[src/hw/ecasmf_pkg.sv]
// package of constants for the e1 cas multiframe alignment selector
package ecasmf_pkg;
   // =====================================================
   // register map
   localparam logic [15:0] FRAMING_SELECTION_ADDR = 16'h0107;
   localparam logic [15:0] ALIGN_STATUS_ADDR      = 16'h0108;
   localparam logic [7:0]  FRAMING_SELECTION_RST  = 8'h00;
   localparam int          SEL_LSB                = 4;
   localparam int          SEL_MSB                = 5;
   // =====================================================
   // algorithm select encodings
   localparam logic [1:0]  SEL_OFF_LO = 2'h0;
   localparam logic [1:0]  SEL_16FR   = 2'h1;
   localparam logic [1:0]  SEL_2FR    = 2'h2;
   localparam logic [1:0]  SEL_OFF_HI = 2'h3;
   // =====================================================
   // frame counts
   localparam logic [3:0]  MISS_16FR  = 4'hf;  // 15 frames without pattern
   localparam logic [3:0]  MISS_2FR   = 4'h1;  // 1 frame without pattern
   localparam logic [3:0]  PATTERN    = 4'h0;  // ts16 bits 1-4 all zero
   // =====================================================
   // status bit positions
   localparam int          ST_ALIGN   = 0;
   localparam int          ST_LOSS    = 1;
endpackage
[src/hw/ecasmf_align.sv]
// cas multiframe alignment declaration with its framing selection register
//
// How it works
// two-bit rw select, bits 5:4, reset 00
// select 00 or 11 disables declaration
// examine timeslot 16 bits 1-4 each frame
// select 01: 15 misses then hit declares
// select 10: one miss then hit declares
// pattern is all zero, only while framed
//
// The address-and-strobe port was chosen for this implementation.
`timescale 1ns/100ps
module ecasmf_align (
   input  wire logic        CLK_IN,
   input  wire logic        RESETN_IN,
   input  wire logic [15:0] ADDR_IN,
   input  wire logic [7:0]  WDATA_IN,
   input  wire logic        WR_IN,
   input  wire logic        RD_IN,
   output logic      [7:0]  RDATA_OUT,
   input  wire logic        TS16_VALID_IN,
   input  wire logic [3:0]  TS16_BITS_IN,
   input  wire logic        FRAME_ALIGNED_IN,
   input  wire logic        LOSS_SET_IN,
   output logic             MF_ALIGN_OUT,
   output logic             LOSS_CAS_MF_OUT,
   output logic             DECLARE_OUT
);
   // =====================================================
   // register file
   logic [7:0] framing_selection_q;
   logic [1:0] sel;
   logic       enabled;
   assign sel     = framing_selection_q[ecasmf_pkg::SEL_MSB:ecasmf_pkg::SEL_LSB];
   assign enabled = (sel == ecasmf_pkg::SEL_16FR) || (sel == ecasmf_pkg::SEL_2FR);

   // the whole byte is kept so other fields read back as written
   always_ff @(posedge CLK_IN or negedge RESETN_IN) begin
      if (!RESETN_IN) begin
         framing_selection_q <= ecasmf_pkg::FRAMING_SELECTION_RST;
      end else if (WR_IN && ADDR_IN == ecasmf_pkg::FRAMING_SELECTION_ADDR) begin
         framing_selection_q <= WDATA_IN;
      end
   end

   // read data valid only in the cycle after the strobe
   always_ff @(posedge CLK_IN or negedge RESETN_IN) begin
      if (!RESETN_IN) begin
         RDATA_OUT <= 8'h00;
      end else if (RD_IN) begin
         case (ADDR_IN)
            ecasmf_pkg::FRAMING_SELECTION_ADDR: RDATA_OUT <= framing_selection_q;
            ecasmf_pkg::ALIGN_STATUS_ADDR:
               RDATA_OUT <= {6'h00, LOSS_CAS_MF_OUT, MF_ALIGN_OUT};
            default:                            RDATA_OUT <= 8'h00;
         endcase
      end else begin
         RDATA_OUT <= 8'h00;
      end
   end

   // =====================================================
   // pattern tracking
   // the run counter is one bit wider than the largest need so that a run
   // longer than fifteen misses can be told apart from exactly fifteen
   localparam int                  MISS_W    = 5;
   localparam logic [MISS_W-1:0]   MISS_ZERO = 5'h00;
   localparam logic [MISS_W-1:0]   MISS_ONE  = 5'h01;
   localparam logic [MISS_W-1:0]   MISS_SAT  = 5'h10;  // one past the largest need

   logic              hit;
   logic              eval;
   logic              unframed;
   logic [MISS_W-1:0] miss_q;
   logic [MISS_W-1:0] need;
   logic              declare;

   // a sample only counts while the select is on and basic framing holds
   assign eval     = TS16_VALID_IN && FRAME_ALIGNED_IN && enabled;
   assign unframed = TS16_VALID_IN && !FRAME_ALIGNED_IN;
   assign hit      = (TS16_BITS_IN == ecasmf_pkg::PATTERN);
   assign need     = (sel == ecasmf_pkg::SEL_16FR) ? {1'b0, ecasmf_pkg::MISS_16FR}
                                                   : {1'b0, ecasmf_pkg::MISS_2FR};
   // run of misses must end exactly at the needed count, not above it
   assign declare  = eval && hit && (miss_q == need);

   // consecutive miss counter saturates one past the largest need;
   // a frame seen without basic framing breaks the run, since the
   // timeslot position it came from cannot be trusted
   always_ff @(posedge CLK_IN or negedge RESETN_IN) begin
      if (!RESETN_IN) begin
         miss_q <= MISS_ZERO;
      end else if (!enabled || unframed) begin
         miss_q <= MISS_ZERO;
      end else if (eval) begin
         if (hit) begin
            miss_q <= MISS_ZERO;
         end else if (miss_q != MISS_SAT) begin
            miss_q <= miss_q + MISS_ONE;
         end
      end
   end

   // alignment state; declaring wins over a concurrent loss
   always_ff @(posedge CLK_IN or negedge RESETN_IN) begin
      if (!RESETN_IN) begin
         MF_ALIGN_OUT    <= 1'b0;
         LOSS_CAS_MF_OUT <= 1'b1;
         DECLARE_OUT     <= 1'b0;
      end else begin
         DECLARE_OUT <= declare;
         if (declare) begin
            MF_ALIGN_OUT    <= 1'b1;
            LOSS_CAS_MF_OUT <= 1'b0;
         end else if (LOSS_SET_IN || !enabled) begin
            MF_ALIGN_OUT    <= 1'b0;
            LOSS_CAS_MF_OUT <= 1'b1;
         end
      end
   end

   // =====================================================
   // checks
   property p_disabled_quiet;
      @(posedge CLK_IN) disable iff (!RESETN_IN) !enabled |=> !DECLARE_OUT;
   endproperty
   a_disabled_quiet: assert property (p_disabled_quiet) else $error("declare while off");

   property p_declare_clears;
      @(posedge CLK_IN) disable iff (!RESETN_IN) DECLARE_OUT |-> !LOSS_CAS_MF_OUT && MF_ALIGN_OUT;
   endproperty
   a_declare_clears: assert property (p_declare_clears) else $error("loss not cleared");

   property p_declare_needs_hit;
      @(posedge CLK_IN) disable iff (!RESETN_IN)
         DECLARE_OUT |-> $past(TS16_BITS_IN) == ecasmf_pkg::PATTERN && $past(FRAME_ALIGNED_IN);
   endproperty
   a_declare_needs_hit: assert property (p_declare_needs_hit) else $error("bad hit");

   property p_2fr;
      @(posedge CLK_IN) disable iff (!RESETN_IN)
         (sel == ecasmf_pkg::SEL_2FR) && declare |-> miss_q == {1'b0, ecasmf_pkg::MISS_2FR};
   endproperty
   a_2fr: assert property (p_2fr) else $error("2-frame count wrong");

   property p_16fr;
      @(posedge CLK_IN) disable iff (!RESETN_IN)
         (sel == ecasmf_pkg::SEL_16FR) && declare |-> miss_q == {1'b0, ecasmf_pkg::MISS_16FR};
   endproperty
   a_16fr: assert property (p_16fr) else $error("16-frame count wrong");

   property p_sel_reset;
      @(posedge CLK_IN) $rose(RESETN_IN) |-> sel == ecasmf_pkg::SEL_OFF_LO;
   endproperty
   a_sel_reset: assert property (p_sel_reset) else $error("select not reset");

   property p_write_sel;
      @(posedge CLK_IN) disable iff (!RESETN_IN)
         WR_IN && ADDR_IN == ecasmf_pkg::FRAMING_SELECTION_ADDR
            |=> sel == $past(WDATA_IN[ecasmf_pkg::SEL_MSB:ecasmf_pkg::SEL_LSB]);
   endproperty
   a_write_sel: assert property (p_write_sel) else $error("select write lost");

   property p_no_eval_unframed;
      @(posedge CLK_IN) disable iff (!RESETN_IN) !FRAME_ALIGNED_IN |=> !DECLARE_OUT;
   endproperty
   a_no_eval_unframed: assert property (p_no_eval_unframed) else $error("unframed declare");

   c_16: cover property (@(posedge CLK_IN) declare && sel == ecasmf_pkg::SEL_16FR);
   c_2:  cover property (@(posedge CLK_IN) declare && sel == ecasmf_pkg::SEL_2FR);
   c_off: cover property (@(posedge CLK_IN) sel == ecasmf_pkg::SEL_OFF_HI && TS16_VALID_IN);
   // a declare racing an outside loss report, and a run too long to declare
   c_race: cover property (@(posedge CLK_IN) declare && LOSS_SET_IN);
   c_long: cover property (@(posedge CLK_IN) eval && hit && miss_q == MISS_SAT);

   // =====================================================
   // checks on the declare pulse and the alignment state

   // a hit always clears the run, so two declares can never touch
   property p_declare_single;
      @(posedge CLK_IN) disable iff (!RESETN_IN) DECLARE_OUT |=> !DECLARE_OUT;
   endproperty
   a_declare_single: assert property (p_declare_single) else $error("declare too long");

   // once declared, alignment stands until loss is reported or the select is off
   property p_align_holds;
      @(posedge CLK_IN) disable iff (!RESETN_IN)
         MF_ALIGN_OUT && enabled && !LOSS_SET_IN |=> MF_ALIGN_OUT;
   endproperty
   a_align_holds: assert property (p_align_holds) else $error("alignment dropped");

   // an outside loss report drops alignment when no declare competes
   property p_loss_set;
      @(posedge CLK_IN) disable iff (!RESETN_IN)
         LOSS_SET_IN && !declare |=> LOSS_CAS_MF_OUT && !MF_ALIGN_OUT;
   endproperty
   a_loss_set: assert property (p_loss_set) else $error("loss report lost");

   // the fresh declare wins over a loss report in the same cycle
   property p_declare_wins;
      @(posedge CLK_IN) disable iff (!RESETN_IN)
         LOSS_SET_IN && declare |=> MF_ALIGN_OUT && !LOSS_CAS_MF_OUT;
   endproperty
   a_declare_wins: assert property (p_declare_wins) else $error("declare lost race");

   // leaving the enabled codes drops alignment and sets the defect
   property p_disable_drops;
      @(posedge CLK_IN) disable iff (!RESETN_IN)
         !enabled |=> !MF_ALIGN_OUT && LOSS_CAS_MF_OUT;
   endproperty
   a_disable_drops: assert property (p_disable_drops) else $error("aligned while off");

   // a declare must come from a real sample taken while enabled
   property p_declare_needs_sample;
      @(posedge CLK_IN) disable iff (!RESETN_IN)
         DECLARE_OUT |-> $past(TS16_VALID_IN) && $past(enabled);
   endproperty
   a_declare_needs_sample: assert property (p_declare_needs_sample) else $error("no sample");

   // a hit after a run of the wrong length must stay quiet
   property p_wrong_count_quiet;
      @(posedge CLK_IN) disable iff (!RESETN_IN)
         eval && hit && miss_q != need |=> !DECLARE_OUT;
   endproperty
   a_wrong_count_quiet: assert property (p_wrong_count_quiet) else $error("bad run declared");

   // =====================================================
   // checks on the miss run counter

   // every hit ends the run
   property p_hit_clears_run;
      @(posedge CLK_IN) disable iff (!RESETN_IN) eval && hit |=> miss_q == MISS_ZERO;
   endproperty
   a_hit_clears_run: assert property (p_hit_clears_run) else $error("run not cleared");

   // every framed miss adds one until the counter saturates
   property p_miss_counts;
      @(posedge CLK_IN) disable iff (!RESETN_IN)
         eval && !hit && miss_q != MISS_SAT |=> miss_q == $past(miss_q) + MISS_ONE;
   endproperty
   a_miss_counts: assert property (p_miss_counts) else $error("miss not counted");

   // a saturated run never wraps back into a declarable count
   property p_run_saturates;
      @(posedge CLK_IN) disable iff (!RESETN_IN)
         eval && !hit && miss_q == MISS_SAT |=> miss_q == MISS_SAT;
   endproperty
   a_run_saturates: assert property (p_run_saturates) else $error("run wrapped");

   // a sample without basic framing restarts the run
   property p_unframed_clears;
      @(posedge CLK_IN) disable iff (!RESETN_IN) unframed |=> miss_q == MISS_ZERO;
   endproperty
   a_unframed_clears: assert property (p_unframed_clears) else $error("unframed counted");

   // between samples the run is left alone while the select is on
   property p_idle_holds_run;
      @(posedge CLK_IN) disable iff (!RESETN_IN)
         enabled && !TS16_VALID_IN |=> miss_q == $past(miss_q);
   endproperty
   a_idle_holds_run: assert property (p_idle_holds_run) else $error("run moved idle");

   // =====================================================
   // checks on the register port

   // read data stand only in the cycle after a read strobe
   property p_rdata_idle;
      @(posedge CLK_IN) disable iff (!RESETN_IN) !RD_IN |=> RDATA_OUT == 8'h00;
   endproperty
   a_rdata_idle: assert property (p_rdata_idle) else $error("stale read data");

   // the select register reads back as held
   property p_rdata_select;
      @(posedge CLK_IN) disable iff (!RESETN_IN)
         RD_IN && ADDR_IN == ecasmf_pkg::FRAMING_SELECTION_ADDR
            |=> RDATA_OUT == $past(framing_selection_q);
   endproperty
   a_rdata_select: assert property (p_rdata_select) else $error("select readback");

   // status shows the alignment state of the read cycle
   property p_rdata_status;
      @(posedge CLK_IN) disable iff (!RESETN_IN)
         RD_IN && ADDR_IN == ecasmf_pkg::ALIGN_STATUS_ADDR
            |=> RDATA_OUT[ecasmf_pkg::ST_ALIGN] == $past(MF_ALIGN_OUT)
                && RDATA_OUT[ecasmf_pkg::ST_LOSS] == $past(LOSS_CAS_MF_OUT);
   endproperty
   a_rdata_status: assert property (p_rdata_status) else $error("status readback");

   // =====================================================
   // limitations for users of this block
   // - only one channel is handled; a multi-channel framer instantiates one
   //   copy per channel, each fed from its own recovered frame timing
   // - the loss criteria live outside; they arrive on the loss input only
   // - a run of misses longer than fifteen never declares, so a line that
   //   skips a pattern must first show a clean sixteen-frame cycle
   // - a change of select is taken at once; a run begun under one code
   //   carries over to the other enabled code, which a user should avoid
   //   by writing the off code between two enabled codes
endmodule

[config.mk]
export PLATFORM = sky130hd
export DESIGN_NAME = ecasmf_align
export DESIGN_NICKNAME = d
export VERILOG_FILES = /design/src/hw/ecasmf_pkg.sv /design/src/hw/ecasmf_align.sv
export SDC_FILE = /design/constraint.sdc
export NUM_CORES = 1
export LEC_CHECK = 0
export ABC_AREA = 1
export BUFFER_PORTS_ARGS = -buffer_cell sky130_fd_sc_hd__buf_2
export CAP_MARGIN = 10
export CORE_MARGIN = 5
export CORE_UTILIZATION = 47
export CTS_CLUSTER_DIAMETER = 60
export CTS_CLUSTER_SIZE = 24
export DETAILED_ROUTE_END_ITERATION = 10
export PLACE_DENSITY_LB_ADDON = 0.2
export SYNTH_ARGS = -nofsm -noshare
export SYNTH_HDL_FRONTEND = slang
export SYNTH_SLANG_ARGS = --single-unit
[constraint.sdc]
create_clock -name CLK_IN -period 1.6 [get_ports CLK_IN]
set_clock_uncertainty 0.05 [all_clocks]
set_input_delay 0.08 -clock CLK_IN [delete_from_list [all_inputs] [get_ports CLK_IN]]
set_output_delay 0.08 -clock CLK_IN [all_outputs]
set_load 0.02 [all_outputs]
==> summary.md <==
| Metric | Value |
|---|---|
| Pin slew with the least headroom to its limit | `519.4 ps` |
| Sequential-to-total area share from yosys stat | `between 40% and 50%` |
| Number of CTS-inserted buffers | `3` |
| Final standard cell count with taps included and fillers excluded | `about 250` |
| Leakage power summed over all cells | `0.9434 nW` |
| Share of the cycle needed by the critical path after routing | `89.82%` |
| Critical path start-end classification | `register to register` |
| Total negative setup slack | `0 ps` |
| Data arrival time of the critical path | `1660 ps` |
| Power per standard cell area | `686.2 nW/um^2` |
| Post-detail-place hpwl | `2190 um` |
| Area after detailed placement | `roughly 1500 sq um` |
| Worst skew pair latency | `330 ps` |
| Count of different cell masters after synthesis | `18` |
| Fraction of final layout cells with drive strength greater than 1 | `26.58%` |
| Routability congestion estimate from global placement | `just under 0.8` |
| TritonCTS clock tree | `yes` |
| Iteration-0 DRC Markers | `42` |
| Initial antenna violation count | `0` |
| Cell count after placement | `238` |
| Pre-CTS WS | `roughly 210 ps` |
| Synthesis warning total | `0` |
| Via count | `1282` |
| CP Capture Type | `register` |
| Vias in the first global route | `1259` |
| Routed length per instance | `11.75 um` |
| Seq cells post-synth | `24` |
| H-tree lvl count | `1` |
| Design area | `1674 sq um` |
| Number of diodes | `0` |
| Post-synthesis area per instance | `7.741 sq um` |
| Fillers | `236` |
| Number of enable flip-flop cells after synthesis | `0` |
| Average vias per placed instance | `5.067` |
| Most repeated cell in the gate-level netlist after synthesis | `sky130_fd_sc_hd__nand2_1` |
| Share of flip-flops with an asynchronous set or reset after synthesis | `100.0%` |
| Syn nets | `204` |
| Required time worst endpoint | `1820 ps` |
| Area added between synthesis and finish | `30.28%` |
| Buffers from clock root to sink, at most | `2` |
| Worst slew margin relative to its limit | `between 60% and 70%` |
| Core ar. | `2686 sq um` |
| Instance count of the mapped netlist | `166` |
| Maximum fanout along the worst path | `5` |
| Status | `finished, final reports clean` |
| Die area | `3879 sq um` |
| Std-Cell Rows | `19` |
| Minimum clock period | `1437 ps` |
| Number of slew-limit violations in the final report | `0` |
| First-pass GRT wire length | `around 5300 um` |
| Overall global routing resource usage | `16.37%` |
| Clock tree sinks | `24` |
| Reg clk slew, reported paths | `140 ps` |
| Final WL | `2973 um` |
| Starting density of the core | `a little under half` |
| Final-stage net count | `roughly 260` |
| Dominant cells by area after synthesis | `sky130_fd_sc_hd__dfrtp_1 (45%), sky130_fd_sc_hd__nand2_1 (15%), sky130_fd_sc_hd__nand4_1 (7.8%)` |
| Netlist area before placement | `between 1000 and 1500 sq um` |
| Maximum vdd ir drop | `484.6 uV` |
| CTS Root Cell | `sky130_fd_sc_hd__clkbuf_4` |
| Count of pins on the block boundary | `46` |
| Final routed DRC violation total | `0` |
| Highest clock frequency the design can meet | `0.6959 GHz` |
| Number of setup violations in the final report | `0` |
| Chip height | `62.29 um` |
| Cell type contributing the most total cell area after synthesis | `sky130_fd_sc_hd__dfrtp_1` |
| Unrepaired setup endpoints after global routing | `no` |
| Final setup margin | `162.9 ps` |
| Type of the most critical hold path | `input pin to register` |
| Overflow after GRT | `0` |
| TritonRoute pass-1 iters | `6` |
| Synth cell count leaders | `sky130_fd_sc_hd__nand2_1 (51), sky130_fd_sc_hd__inv_1 (24), sky130_fd_sc_hd__dfrtp_1 (23), sky130_fd_sc_hd__nor2_1 (23), sky130_fd_sc_hd__nand4_1 (16)` |
| Proportion of netlist area held by the largest area contributor | `44.79%` |
| Die X | `62.29 um` |
| Input/output buffers | `between 40 and 50` |
| Final hold viol count | `0` |
| Startpoint class of the critical path | `register` |
| Maximum number of pins on one net before global-route repair | `25` |
| Remaining antenna violation count | `0` |
| Top flip-flop cell by instance count after synthesis | `sky130_fd_sc_hd__dfrtp_1` |
| Max Cap Viol | `0` |
==> state kept, by name, summed over array words and instances (netlist names) <==
| signal | cells |
|---|---|
| RDATA_OUT | 8 |
| DECLARE_OUT | 1 |
| LOSS_CAS_MF_OUT | 1 |
| miss_q | 5 |
| framing_selection_q | 8 |
| MF_ALIGN_OUT | 1 |
==> metal layers <==
layer | part of all wire (%) | routed length (um) | GRT usage, % | up-vias
met5 | 0 | 0 | 0 | -
met4 | 2.2 | 64 | 7.427 | 0
met2 | 49 | 1463 | 28.24 | 46
met1 | 41 | 1221 | 19.45 | 597
li1 | - | - | - | 635
met3 | 7.5 | 223 | 3.243 | 4
==> path summary, 6_finish.rpt <==
kind | start | endpoint | slack, ps | depth (start not counted)
setup / recovery | framing_selection_q[4] | miss_q[0] | 160 | 6
hold / removal | WR_IN | framing_selection_q[7] | 40 | 3
setup reg to reg | framing_selection_q[4] | miss_q[0] | 160 | 6
hold reg to reg | framing_selection_q[3] | framing_selection_q[3] | 440 | 2
max in group asynchronous | RESETN_IN | LOSS_CAS_MF_OUT | 950 | 2
min in group asynchronous | RESETN_IN | miss_q[3] | 180 | 2
==> power breakdown <==
group	leakage [nW]	internal, mW	switching (mW)
Sequential	0.332	0.607	0.0000648
Combinational	0.583	0.0525	0.0430
Clock	0.0279	0.254	0.193
Total	0.943	0.913	0.236
==> placed cells by master, fill, tap and decap left out <==
master / synthesis / layout
sky130_fd_sc_hd__dfrtp_1: 23 / 23
sky130_fd_sc_hd__nand3_2: 3 / 3
sky130_fd_sc_hd__nand2_2: 2 / 2
sky130_fd_sc_hd__nor2_1: 23 / 23
sky130_fd_sc_hd__nor2_4: 2 / 2
sky130_fd_sc_hd__nor2_2: 1 / 1
sky130_fd_sc_hd__nand2_1: 51 / 51
sky130_fd_sc_hd__dlygate4sd3_1: 0 / 11
sky130_fd_sc_hd__a21oi_1: 1 / 1
sky130_fd_sc_hd__buf_2: 0 / 45
sky130_fd_sc_hd__nand3b_1: 2 / 2
sky130_fd_sc_hd__clkbuf_4: 0 / 3
sky130_fd_sc_hd__nand3_1: 8 / 8
sky130_fd_sc_hd__inv_1: 24 / 24
sky130_fd_sc_hd__o21ai_0: 1 / 1
sky130_fd_sc_hd__nand4_1: 16 / 16
sky130_fd_sc_hd__ha_1: 3 / 3
sky130_fd_sc_hd__bufinv_16: 0 / 1
sky130_fd_sc_hd__inv_2: 1 / 1
sky130_fd_sc_hd__dfstp_2: 1 / 1
==> stage by stage <==
| stage | total power, mW | util [%] | hold WS (ps) |
|---|---|---|---|
| 3_5_place_dp | 0.6929 | 56.26 | 35.69 |
| 2_1_floorplan | 0.6363 | - | -265.6 |
| 5_1_grt | 1.192 | 62.32 | 33.16 |
| 4_1_cts | 1.156 | 62.32 | 19.31 |
| 6_report | 1.149 | 62.32 | 40.23 |
| 3_3_place_gp | 0.6900 | 56.26 | 24.93 |
==> cell type report <==
class                      instances  area [sq um]  share of cell area, %
clock buffer                       3         22.52                  1.345
clock inverter                     1         30.03                  1.794
multi-input combinational        113         551.8                  32.96
timing repair buffer              56         335.3                  20.03
sequential                        24         601.8                  35.95
tap                               31         38.79                  2.317
inverter                          25         93.84                  5.605
==> logic make-up (layout without fill, tap and decap cells) <==
| family | count (synthesis) | count (layout) | synth area share, % |
|---|---|---|---|
| AO/OA/AOI/OAI | 2 | 2 | 0.7782 |
| buffers and inverters | 29 | 85 | 10.22 |
| adder cells (fa/ha/maj) | 3 | 3 | 2.921 |
| AND/OR/NAND/NOR | 108 | 108 | 39.24 |
| flip-flops | 24 | 24 | 46.84 |
==> critical path, stage by stage (launching register included) <==
cell and delay [ps]:
sky130_fd_sc_hd__dfrtp_1 430, sky130_fd_sc_hd__ha_1 340, sky130_fd_sc_hd__a21oi_1 190, sky130_fd_sc_hd__nand3_2 130
sky130_fd_sc_hd__nand2_2 120, sky130_fd_sc_hd__nand2_1 60, sky130_fd_sc_hd__nand2_1 70
==> repair_timing <==
| action | 4_1_cts | 5_1_grt |
|---|---|---|
| setup buffers | 0 | 0 |
| endpoints found under the hold margin | 35 | 0 |
| gates resized for setup | 0 | 0 |
| hold buffers | 11 | 0 |
| endpoints found under the setup margin | 0 | 0 |
(Power assumes the default switching activity.)
